[src/scl_regs.svh]
`ifndef SCL_REGS_SVH
`define SCL_REGS_SVH

// ==========================================================================
// Register byte addresses.
`define SCL_ADDR_MAIN      5'h00
`define SCL_ADDR_DEV       5'h01
`define SCL_ADDR_OSC       5'h02
`define SCL_ADDR_LOCK      5'h03
`define SCL_ADDR_MOD       5'h04
`define SCL_ADDR_R1        5'h06
`define SCL_ADDR_P1        5'h07
`define SCL_ADDR_S1        5'h08
`define SCL_ADDR_R2        5'h09
`define SCL_ADDR_P2        5'h0a
`define SCL_ADDR_S2        5'h0b

// ==========================================================================
// Field positions.
`define SCL_MODE_MSB       7
`define SCL_MODE_LSB       5
`define SCL_BAND_MSB       4
`define SCL_BAND_LSB       3
`define SCL_TRIM_MSB       2
`define SCL_TRIM_LSB       1
`define SCL_SETSEL_BIT     0
`define SCL_CLKEN_BIT      7
`define SCL_CLKDIV_MSB     6
`define SCL_CLKDIV_LSB     2
`define SCL_FLAG_BIT       1
`define SCL_PINEN_BIT      0
`define SCL_OOK_BIT        0

// ==========================================================================
// Reset values.
`define SCL_RST_MAIN       8'h20
`define SCL_RST_DEV        8'h03
`define SCL_RST_OSC        8'h80
`define SCL_RST_LOCK       8'h00
`define SCL_RST_MOD        8'h00
`define SCL_RST_R          8'h77
`define SCL_RST_P          8'h00
`define SCL_RST_S          8'h00

// ==========================================================================
// Mode codes, limits and centre shift codes.
`define SCL_MODE_SLEEP     3'h0
`define SCL_MODE_RX        3'h3
`define SCL_MODE_TX        3'h4
`define SCL_R_MIN          8'h40
`define SCL_R_MAX          8'ha9
`define SCL_BAND_BAD       2'h3
`define SCL_SHIFT_NONE     2'h0
`define SCL_SHIFT_DEV      2'h1
`define SCL_SHIFT_RX_IF    2'h2

`endif

[src/scl_pkg.sv]
package scl_pkg;
   typedef logic [4:0] scl_addr_t;
   typedef logic [7:0] scl_byte_t;
   typedef enum logic [1:0] {
      HS_IDLE,
      HS_WRITE,
      HS_READ
   } scl_host_state_e;
endpackage

[src/scl_cfg_if.sv]
`timescale 1ns/1ps
interface scl_cfg_if (
   input wire logic clk,
   input wire logic rst_n
);
   logic               wr;
   logic               rd;
   scl_pkg::scl_addr_t addr;
   scl_pkg::scl_byte_t wdata;
   scl_pkg::scl_byte_t rdata;
   logic               rvalid;

   modport dev (
      input  clk, rst_n, wr, rd, addr, wdata,
      output rdata, rvalid
   );
   modport host (
      input  clk, rst_n, rdata, rvalid,
      output wr, rd, addr, wdata
   );
endinterface

[src/scl_synth_dev.sv]
`timescale 1ns/1ps
`include "scl_regs.svh"

module scl_synth_dev (
   // Clock and reset.
   input  wire logic       CLK_I,
   input  wire logic       RESET_N_I,
   // Configuration port.
   scl_cfg_if.dev          cfg,
   // Synthesizer lock level from the analog loop.
   input  wire logic       SYNTH_LOCK_I,
   // Clock and lock pins.
   output logic            REF_CLK_O,
   output logic            LOCK_PIN_O,
   // Synthesizer settings.
   output logic [7:0]      DIV_R_O,
   output logic [7:0]      DIV_P_O,
   output logic [7:0]      DIV_S_O,
   output logic [1:0]      BAND_O,
   output logic [1:0]      TRIM_O,
   output logic [7:0]      DEV_O,
   output logic [1:0]      SHIFT_O,
   // Operating state.
   output logic            TX_ON_O,
   output logic            RX_ON_O,
   output logic            OOK_O,
   output logic            SLEEP_O
);

   // ==========================================================================
   // Write decode.
   logic       wr_main;
   logic       wr_dev;
   logic       wr_osc;
   logic       wr_lock;
   logic       wr_mod;
   logic       clr_flag;

   assign wr_main  = cfg.wr && (cfg.addr == `SCL_ADDR_MAIN);
   assign wr_dev   = cfg.wr && (cfg.addr == `SCL_ADDR_DEV);
   assign wr_osc   = cfg.wr && (cfg.addr == `SCL_ADDR_OSC);
   assign wr_lock  = cfg.wr && (cfg.addr == `SCL_ADDR_LOCK);
   assign wr_mod   = cfg.wr && (cfg.addr == `SCL_ADDR_MOD);
   assign clr_flag = wr_lock && cfg.wdata[`SCL_FLAG_BIT];

   // ==========================================================================
   // Configuration registers.
   logic [7:0] main_q;
   logic [7:0] dev_q;
   logic [7:0] osc_q;
   logic       pin_en_q;
   logic       ook_q;

   always_ff @(posedge CLK_I) begin
      if (!RESET_N_I) begin
         main_q   <= `SCL_RST_MAIN;
         dev_q    <= `SCL_RST_DEV;
         osc_q    <= `SCL_RST_OSC;
         pin_en_q <= 1'(`SCL_RST_LOCK);
         ook_q    <= 1'(`SCL_RST_MOD);
      end else begin
         if (wr_main) begin
            main_q <= cfg.wdata;
         end
         if (wr_dev) begin
            dev_q <= cfg.wdata;
         end
         if (wr_osc) begin
            osc_q <= cfg.wdata;
         end
         if (wr_lock) begin
            pin_en_q <= cfg.wdata[`SCL_PINEN_BIT];
         end
         if (wr_mod) begin
            ook_q <= cfg.wdata[`SCL_OOK_BIT];
         end
      end
   end

   // ==========================================================================
   // Divider bytes, two complete sets.
   logic [7:0] div_q [0:5];

   genvar gi;
   generate
      for (gi = 0; gi < 6; gi = gi + 1) begin : g_div
         logic       wr_this;
         logic [7:0] rst_val;
         assign wr_this = cfg.wr && (cfg.addr == (`SCL_ADDR_R1 + 5'(gi)));
         assign rst_val = ((gi % 3) == 0) ? `SCL_RST_R :
                          ((gi % 3) == 1) ? `SCL_RST_P : `SCL_RST_S;
         always_ff @(posedge CLK_I) begin
            if (!RESET_N_I) begin
               div_q[gi] <= `SCL_RST_R;
               if ((gi % 3) != 0) begin
                  div_q[gi] <= rst_val;
               end
            end else if (wr_this) begin
               div_q[gi] <= cfg.wdata;
            end
         end
      end
   endgenerate

   // ==========================================================================
   // Mode and divider selection.
   logic [2:0] mode;
   logic       set_sel;
   logic       is_tx;
   logic       is_rx;
   logic       is_sleep;
   logic [7:0] sel_r;
   logic [7:0] sel_p;
   logic [7:0] sel_s;
   logic [1:0] shift_d;

   assign mode     = main_q[`SCL_MODE_MSB:`SCL_MODE_LSB];
   assign set_sel  = main_q[`SCL_SETSEL_BIT];
   assign is_tx    = (mode == `SCL_MODE_TX);
   assign is_rx    = (mode == `SCL_MODE_RX);
   assign is_sleep = (mode == `SCL_MODE_SLEEP);
   // Both sets stay stored, so switching is a single select change.
   assign sel_r    = set_sel ? div_q[3] : div_q[0];
   assign sel_p    = set_sel ? div_q[4] : div_q[1];
   assign sel_s    = set_sel ? div_q[5] : div_q[2];
   assign shift_d  = !ook_q ? `SCL_SHIFT_NONE :
                     is_tx  ? `SCL_SHIFT_DEV :
                     is_rx  ? `SCL_SHIFT_RX_IF : `SCL_SHIFT_NONE;

   always_ff @(posedge CLK_I) begin
      if (!RESET_N_I) begin
         DIV_R_O <= `SCL_RST_R;
         DIV_P_O <= `SCL_RST_P;
         DIV_S_O <= `SCL_RST_S;
         BAND_O  <= 2'(`SCL_RST_MAIN >> `SCL_BAND_LSB);
         TRIM_O  <= 2'h0;
         DEV_O   <= `SCL_RST_DEV;
         SHIFT_O <= `SCL_SHIFT_NONE;
         TX_ON_O <= 1'b0;
         RX_ON_O <= 1'b0;
         OOK_O   <= 1'b0;
         SLEEP_O <= 1'b0;
      end else begin
         // All three dividers move on the same edge, never a mixed set.
         DIV_R_O <= sel_r;
         DIV_P_O <= sel_p;
         DIV_S_O <= sel_s;
         BAND_O  <= main_q[`SCL_BAND_MSB:`SCL_BAND_LSB];
         TRIM_O  <= main_q[`SCL_TRIM_MSB:`SCL_TRIM_LSB];
         DEV_O   <= dev_q;
         SHIFT_O <= shift_d;
         TX_ON_O <= is_tx;
         RX_ON_O <= is_rx;
         OOK_O   <= ook_q;
         SLEEP_O <= is_sleep;
      end
   end

   // ==========================================================================
   // Reference clock output divider.
   logic [4:0] clk_cnt_q;
   logic       clk_run;
   logic [4:0] clk_div;

   assign clk_div = osc_q[`SCL_CLKDIV_MSB:`SCL_CLKDIV_LSB];
   assign clk_run = osc_q[`SCL_CLKEN_BIT] && !is_sleep;

   // The output is a registered toggle, so the fastest rate is half the
   // reference; this keeps the pin glitch free on ratio changes.
   always_ff @(posedge CLK_I) begin
      if (!RESET_N_I) begin
         clk_cnt_q <= 5'h00;
         REF_CLK_O <= 1'b0;
      end else if (!clk_run) begin
         clk_cnt_q <= 5'h00;
         REF_CLK_O <= 1'b0;
      end else if (clk_cnt_q >= clk_div) begin
         clk_cnt_q <= 5'h00;
         REF_CLK_O <= !REF_CLK_O;
      end else begin
         clk_cnt_q <= clk_cnt_q + 5'h01;
      end
   end

   // ==========================================================================
   // Lock detection.
   logic       lock_s1_q;
   logic       lock_s2_q;
   logic       flag_q;

   always_ff @(posedge CLK_I) begin
      if (!RESET_N_I) begin
         lock_s1_q  <= 1'b0;
         lock_s2_q  <= 1'b0;
         flag_q     <= 1'b0;
         LOCK_PIN_O <= 1'b0;
      end else begin
         lock_s1_q  <= SYNTH_LOCK_I;
         lock_s2_q  <= lock_s1_q;
         // A lock seen in the clearing cycle keeps the flag set.
         flag_q     <= lock_s2_q || (flag_q && !clr_flag);
         LOCK_PIN_O <= pin_en_q && flag_q;
      end
   end

   // ==========================================================================
   // Read back.
   logic [7:0] rd_word;

   always_comb begin
      rd_word = 8'h00;
      if (cfg.addr == `SCL_ADDR_MAIN) begin
         rd_word = main_q;
      end else if (cfg.addr == `SCL_ADDR_DEV) begin
         rd_word = dev_q;
      end else if (cfg.addr == `SCL_ADDR_OSC) begin
         rd_word = osc_q;
      end else if (cfg.addr == `SCL_ADDR_LOCK) begin
         rd_word = {6'h00, flag_q, pin_en_q};
      end else if (cfg.addr == `SCL_ADDR_MOD) begin
         rd_word = {7'h00, ook_q};
      end else if ((cfg.addr >= `SCL_ADDR_R1) && (cfg.addr <= `SCL_ADDR_S2)) begin
         rd_word = div_q[3'(cfg.addr - `SCL_ADDR_R1)];
      end
   end

   always_ff @(posedge CLK_I) begin
      if (!RESET_N_I) begin
         cfg.rdata  <= 8'h00;
         cfg.rvalid <= 1'b0;
      end else begin
         cfg.rvalid <= cfg.rd;
         if (cfg.rd) begin
            cfg.rdata <= rd_word;
         end
      end
   end

endmodule

[src/flat_wrapper.sv]
// flat-port wrapper written by rule: the top's interface ports become plain ports
module scl_synth_dev_flat 
  (CLK_I, RESET_N_I, SYNTH_LOCK_I, REF_CLK_O, LOCK_PIN_O, DIV_R_O, DIV_P_O, DIV_S_O, BAND_O, TRIM_O, DEV_O, SHIFT_O, TX_ON_O, RX_ON_O, OOK_O, SLEEP_O, clk, rst_n, cfg_wr, cfg_rd, cfg_addr, cfg_wdata, cfg_rdata, cfg_rvalid);
  scl_cfg_if cfg_i (.clk(clk), .rst_n(rst_n));
  input  wire logic CLK_I;
  input  wire logic RESET_N_I;
  input  wire logic SYNTH_LOCK_I;
  output logic REF_CLK_O;
  output logic LOCK_PIN_O;
  output logic [7:0] DIV_R_O;
  output logic [7:0] DIV_P_O;
  output logic [7:0] DIV_S_O;
  output logic [1:0] BAND_O;
  output logic [1:0] TRIM_O;
  output logic [7:0] DEV_O;
  output logic [1:0] SHIFT_O;
  output logic TX_ON_O;
  output logic RX_ON_O;
  output logic OOK_O;
  output logic SLEEP_O;
  input wire logic clk;
  input wire logic rst_n;
  input wire logic [$bits(cfg_i.wr)-1:0] cfg_wr;
  input wire logic [$bits(cfg_i.rd)-1:0] cfg_rd;
  input wire logic [$bits(cfg_i.addr)-1:0] cfg_addr;
  input wire logic [$bits(cfg_i.wdata)-1:0] cfg_wdata;
  output wire logic [$bits(cfg_i.rdata)-1:0] cfg_rdata;
  output wire logic [$bits(cfg_i.rvalid)-1:0] cfg_rvalid;
  assign cfg_i.wr = cfg_wr;
  assign cfg_i.rd = cfg_rd;
  assign cfg_i.addr = cfg_addr;
  assign cfg_i.wdata = cfg_wdata;
  assign cfg_rdata = cfg_i.rdata;
  assign cfg_rvalid = cfg_i.rvalid;
  scl_synth_dev u_core (.CLK_I(CLK_I), .RESET_N_I(RESET_N_I), .cfg(cfg_i), .SYNTH_LOCK_I(SYNTH_LOCK_I), .REF_CLK_O(REF_CLK_O), .LOCK_PIN_O(LOCK_PIN_O), .DIV_R_O(DIV_R_O), .DIV_P_O(DIV_P_O), .DIV_S_O(DIV_S_O), .BAND_O(BAND_O), .TRIM_O(TRIM_O), .DEV_O(DEV_O), .SHIFT_O(SHIFT_O), .TX_ON_O(TX_ON_O), .RX_ON_O(RX_ON_O), .OOK_O(OOK_O), .SLEEP_O(SLEEP_O));
endmodule
[config.mk]
export PLATFORM = sky130hd
export DESIGN_NAME = scl_synth_dev_flat
export DESIGN_NICKNAME = d
export VERILOG_FILES = /design/src/scl_pkg.sv /design/src/scl_cfg_if.sv /design/src/scl_synth_dev.sv /design/src/flat_wrapper.sv
export VERILOG_INCLUDE_DIRS = /design/src /design/src/src
export SDC_FILE = /design/constraint.sdc
export NUM_CORES = 1
export LEC_CHECK = 0
export CAP_MARGIN = 40
export CORE_MARGIN = 3
export CORE_UTILIZATION = 55
export CTS_BUF_LIST = sky130_fd_sc_hd__clkbuf_8
export CTS_CLUSTER_DIAMETER = 150
export DETAILED_ROUTE_END_ITERATION = 10
export DONT_BUFFER_PORTS = 1
export PLACE_DENSITY_LB_ADDON = 0.25
export SLEW_MARGIN = 20
export SYNTH_ARGS = -nofsm -noshare
export SYNTH_HDL_FRONTEND = slang
export SYNTH_SLANG_ARGS = --single-unit
[constraint.sdc]
create_clock -name CLK_I -period 2.2 [get_ports CLK_I]
set_clock_uncertainty 0.15 [all_clocks]
set_input_delay 0.44 -clock CLK_I [delete_from_list [all_inputs] [get_ports CLK_I]]
set_output_delay 0.44 -clock CLK_I [all_outputs]
set_load 0.1 [all_outputs]
==> reports/metrics.sh <==
STATUS='complete, no violations'
TIMING.FINAL.HOLD_VIOLATIONS=0
YOSYSUNIQUECELLTYPES=55
ROUTED_WIRE_LENGTH_PER_INSTANCE_UM=18.3
CTS.SINKS=135
LAYOUT_COMMON_CELLS='87 x sky130_fd_sc_hd__dfxtp_1, 71 x sky130_fd_sc_hd__nand2_1, 68 x sky130_fd_sc_hd__buf_4, 51 x sky130_fd_sc_hd__mux2i_1, 48 x sky130_fd_sc_hd__edfxtp_1'
CLOCK_ROOT_CELL='sky130_fd_sc_hd__clkbuf_8'
MAX_CLOCK_FREQ_GHz=0.538
ASYNC_RESET_FF_SHARE_PCT=0
DETAIL_ROUTE.VIAS_PER_CELL=5.71
TOTAL_WIRE_LENGTH_AFTER_DETAILED_ROUTING_MM=14.1
PLACE.DETAILED.HPWL_MM=8.96
SETUP_WS_NS=0.340
POWER.LEAKAGE_nW=2.76
POST-ROUTE-DRC-COUNT=0
ANTENNA_VIOLATIONS_BEFORE_REPAIR=0
SETUP_CRIT_END_KIND='flop'
SETUP-TNS-FINAL_NS=0
DP_WORST_SETUP_SLACK_NS=0.245
YS_SEQ_ELEMENTS=135
TIGHTESTPINTRANSITION_NS=0.730
POSTCTSRESIZEDCELLS=0
WORSTSETUPPATHTYPE='flop to flop'
GRT_FIRST_PASS_WIRELENGTH_MM=22.6
PORT-BUFFER-COUNT=0
FLOORPLAN.DIE.WIDTH_UM=108
START_POINT_OF_THE_CRITICAL_PATH='u_core.clk_cnt_q[0]$_SDFF_PP0_'
CRITICAL_PATH.REG2REG.STARTPOINT='u_core.clk_cnt_q[0]$_SDFF_PP0_'
CTS-HTREE-LEVELS=4
POST_SYNTH_INSTANCE_AREA_UM2=5770
TIMING.CRITICAL_PATH.FROM_TYPE='flop'
TRITONCTS='done'
GROUTE.USAGE.OVERALL_PCT=25.5
MIN_PERIOD_NS=1.86
DRTANTENNAVIOLNETS=0
WORSTPATHARRIVAL_NS=2.09
SETUP_REPAIR_AFTER_GLOBAL_ROUTING_MISSED_ITS_MARGIN='false'
DRT_ITER0_MARKERS=384
SLEW_VIOLATIONS=0
POSTSYNTHCELLCOUNT=560
GRT.OVERFLOW.TOTAL=0
MAX_CAP_VIOLATIONS=0
HOLDCRITPATHCLASS='input pin to flop'
MAPPEDNETLISTNETS=588
ANTENNA_CELLS_INSERTED=0
TIMING.SLEW.HEADROOM_PCT=50.7
PLACE_CONGESTION=0.843
ROWS=36
P_TOTAL_W=0.00539
FLOORPLAN.DIE_AREA_UM2=11800
SYNTH-EDFF-COUNT=48
OVERALL_VIA_COUNT_FROM_DETAIL_ROUTE=4419
FLOORPLAN.INITIALDENSITY_PCT=57.7
LAYOUT_CELL_SHARE_WITH_DRIVE_STRENGTH_BEYOND_1_PCT=18.6
POWER_DENS_CELLS_nW_PER_UM2=790
IO_PINS=73
CTS_BUFFER_DEPTH=2
TIMING.FINAL.SETUP_VIOLATIONS=0
FINALHOLDWORSTSLACK_NS=0.0198
VIA_COUNT_OF_THE_FIRST_GLOBAL_ROUTING_PASS=4347
RR_ENDPOINT='u_core.clk_cnt_q[4]$_SDFF_PP0_'
PLACED_AREA_UM2=6320
YS_DOMINANT_REG_CELL='sky130_fd_sc_hd__dfxtp_1'
R2R_CELLS=7
CTS.CLK_SLEW.WORST_PATHS_NS=0.08
WORST_IR_DROP_VDD_uV=435
FP.DIEH_UM=108
FINAL_MIN_PERIOD_OVER_CLOCK_PERIOD_PCT=84.5
SYNTH_WARNINGS=0
FINAL_NET_COUNT=656
FINAL_INSTANCE_AREA_UM2=6820
FP.COREAREA_UM2=10000
CRITICAL_PATH_PEAK_FANOUT=5
CRITPATHCAPTURE='u_core.clk_cnt_q[4]$_SDFF_PP0_'
AREAGROWTHSYNTHTOFINISH_PCT=18.2
GRT_MAX_DEGREE=64
SYNTHESIS.AREA_PER_INSTANCE_UM2=10.3
DRTPASS1ITERATIONS=5
CLK-INSERTION-DELAY-LATE_NS=0.45
WORST-ENDPOINT-REQUIRED_NS=2.43
YS_SEQ_AREA_SHARE_PCT=55.1
CTS_MADE_BUFFERS=17
WORST_REG_TO_REG_SETUP_SLACK_NS=0.34
MOSTFREQUENTLAYOUTCELL='sky130_fd_sc_hd__dfxtp_1'
## kinds of logic (layout without fill, tap and decap cells)
group,after synthesis,in the layout,synth area share [%]
simple gates,215,215,18.8
compound gates,95,95,10.3
xor+xnor,4,4,0.607
mux,54,54,9.82
fa+ha+maj,8,8,1.73
flops,135,135,55.1
buf+inv,49,130,3.62
## worst min-delay path by stage
stage	cells after the start	slack (ns)	startpoint	to
after floorplan	1	0.26	u_core.lock_s1_q$_SDFF_PN0_	u_core.lock_s2_q$_SDFF_PN0_
after global placement	1	0.26	u_core.lock_s1_q$_SDFF_PN0_	u_core.lock_s2_q$_SDFF_PN0_
after detailed placement	1	0.29	u_core.lock_s1_q$_SDFF_PN0_	u_core.lock_s2_q$_SDFF_PN0_
after CTS	2	0.001	cfg_wdata[7]	u_core.main_q[7]$_SDFFE_PN0P_
after global routing	1	0.003	cfg_wdata[4]	u_core.div_q[0][4]$_SDFFCE_PN1P_
final	1	0.02	cfg_wdata[4]	u_core.div_q[0][4]$_SDFFCE_PN1P_
## per-layer routing
layer | vias up | routed length (µm) | global-route usage, %
met5 | - | 0 | 0
met4 | 0 | 305 | 9.47
met3 | 24 | 1200 | 6.21
met2 | 214 | 6990 | 42.2
met1 | 2095 | 5650 | 32.3
li1 | 2086 | - | -
## layout make-up
class | count | area [µm²]
Clock buffer | 20 | 275
Multi-Input combinational cell | 376 | 2380
Tap cell | 133 | 166
Fill cell | 740 | 3180
Timing Repair Buffer | 82 | 671
Sequential cell | 135 | 3180
Inverter | 16 | 60.1
Clock inverter | 12 | 85.1
## cells in the mapped netlist (3+ instances only)
cell	count	share of area, %
sky130_fd_sc_hd__dfxtp_1	87	30
sky130_fd_sc_hd__nand2_1	71	4.6
sky130_fd_sc_hd__mux2i_1	51	8.8
sky130_fd_sc_hd__edfxtp_1	48	25
sky130_fd_sc_hd__nor2_1	42	2.7
sky130_fd_sc_hd__nor2b_1	34	3.7
sky130_fd_sc_hd__o21ai_0	31	2.7
sky130_fd_sc_hd__a21oi_1	19	1.6
sky130_fd_sc_hd__clkbuf_1	17	1.1
sky130_fd_sc_hd__inv_1	16	1.0
sky130_fd_sc_hd__buf_2	14	1.2
sky130_fd_sc_hd__and2_1	13	1.4
sky130_fd_sc_hd__nand3_1	13	1.1
sky130_fd_sc_hd__ha_1	8	1.7
sky130_fd_sc_hd__or2_2	8	0.87
sky130_fd_sc_hd__or3_1	7	0.76
sky130_fd_sc_hd__a211oi_1	6	0.78
sky130_fd_sc_hd__a31oi_1	6	0.65
sky130_fd_sc_hd__nand2b_1	6	0.65
sky130_fd_sc_hd__nor3_1	6	0.52
sky130_fd_sc_hd__o211ai_1	6	0.78
sky130_fd_sc_hd__a21boi_0	5	0.65
sky130_fd_sc_hd__o21ai_1	4	0.35
sky130_fd_sc_hd__o22ai_1	3	0.33
## registers in the layout (all words and copies together), names as in the netlist, 2 cells and up
| register | flops |
|---|---|
| u_core.DIV_P_O | 8 |
| u_core.BAND_O | 2 |
| u_core.DIV_R_O | 8 |
| u_core.SHIFT_O | 2 |
| u_core.osc_q | 8 |
| u_core.TRIM_O | 2 |
| u_core.dev_q | 8 |
| u_core.div_q | 48 |
| u_core.clk_cnt_q | 5 |
| u_core.DEV_O | 8 |
| u_core.main_q | 8 |
| u_core.cfg.rdata | 8 |
| u_core.DIV_S_O | 8 |
## stage by stage
stage	std cells	utilization [%]
3_3_place_gp	729	63.2
6_report	774	68.2
4_1_cts	774	68.2
5_1_grt	774	68.2
3_5_place_dp	729	63.2
2_1_floorplan	560	-
## worst max-delay path, cell delays in order, from the launching register on
cell                       delay (ns)
sky130_fd_sc_hd__dfxtp_1         0.38
sky130_fd_sc_hd__inv_1           0.06
sky130_fd_sc_hd__ha_1            0.28
sky130_fd_sc_hd__nand2b_1        0.15
sky130_fd_sc_hd__a31oi_1         0.16
sky130_fd_sc_hd__o21ai_0         0.16
sky130_fd_sc_hd__or2_2           0.35
sky130_fd_sc_hd__nor2_1          0.11
## what timing repair did
action | in CTS | in global routing
buffers inserted | 0 | 0
hold endpoints to repair | 74 | 0
hold buffers | 13 | 0
## power by group
part	internal [W]	total, W	switching [W]
combinational	0.000212	0.000740	0.000528
clock	0.000963	0.00189	0.000929
sequential	0.00271	0.00276	0.0000551
Note: power is estimated with default switching activity, not from simulation.
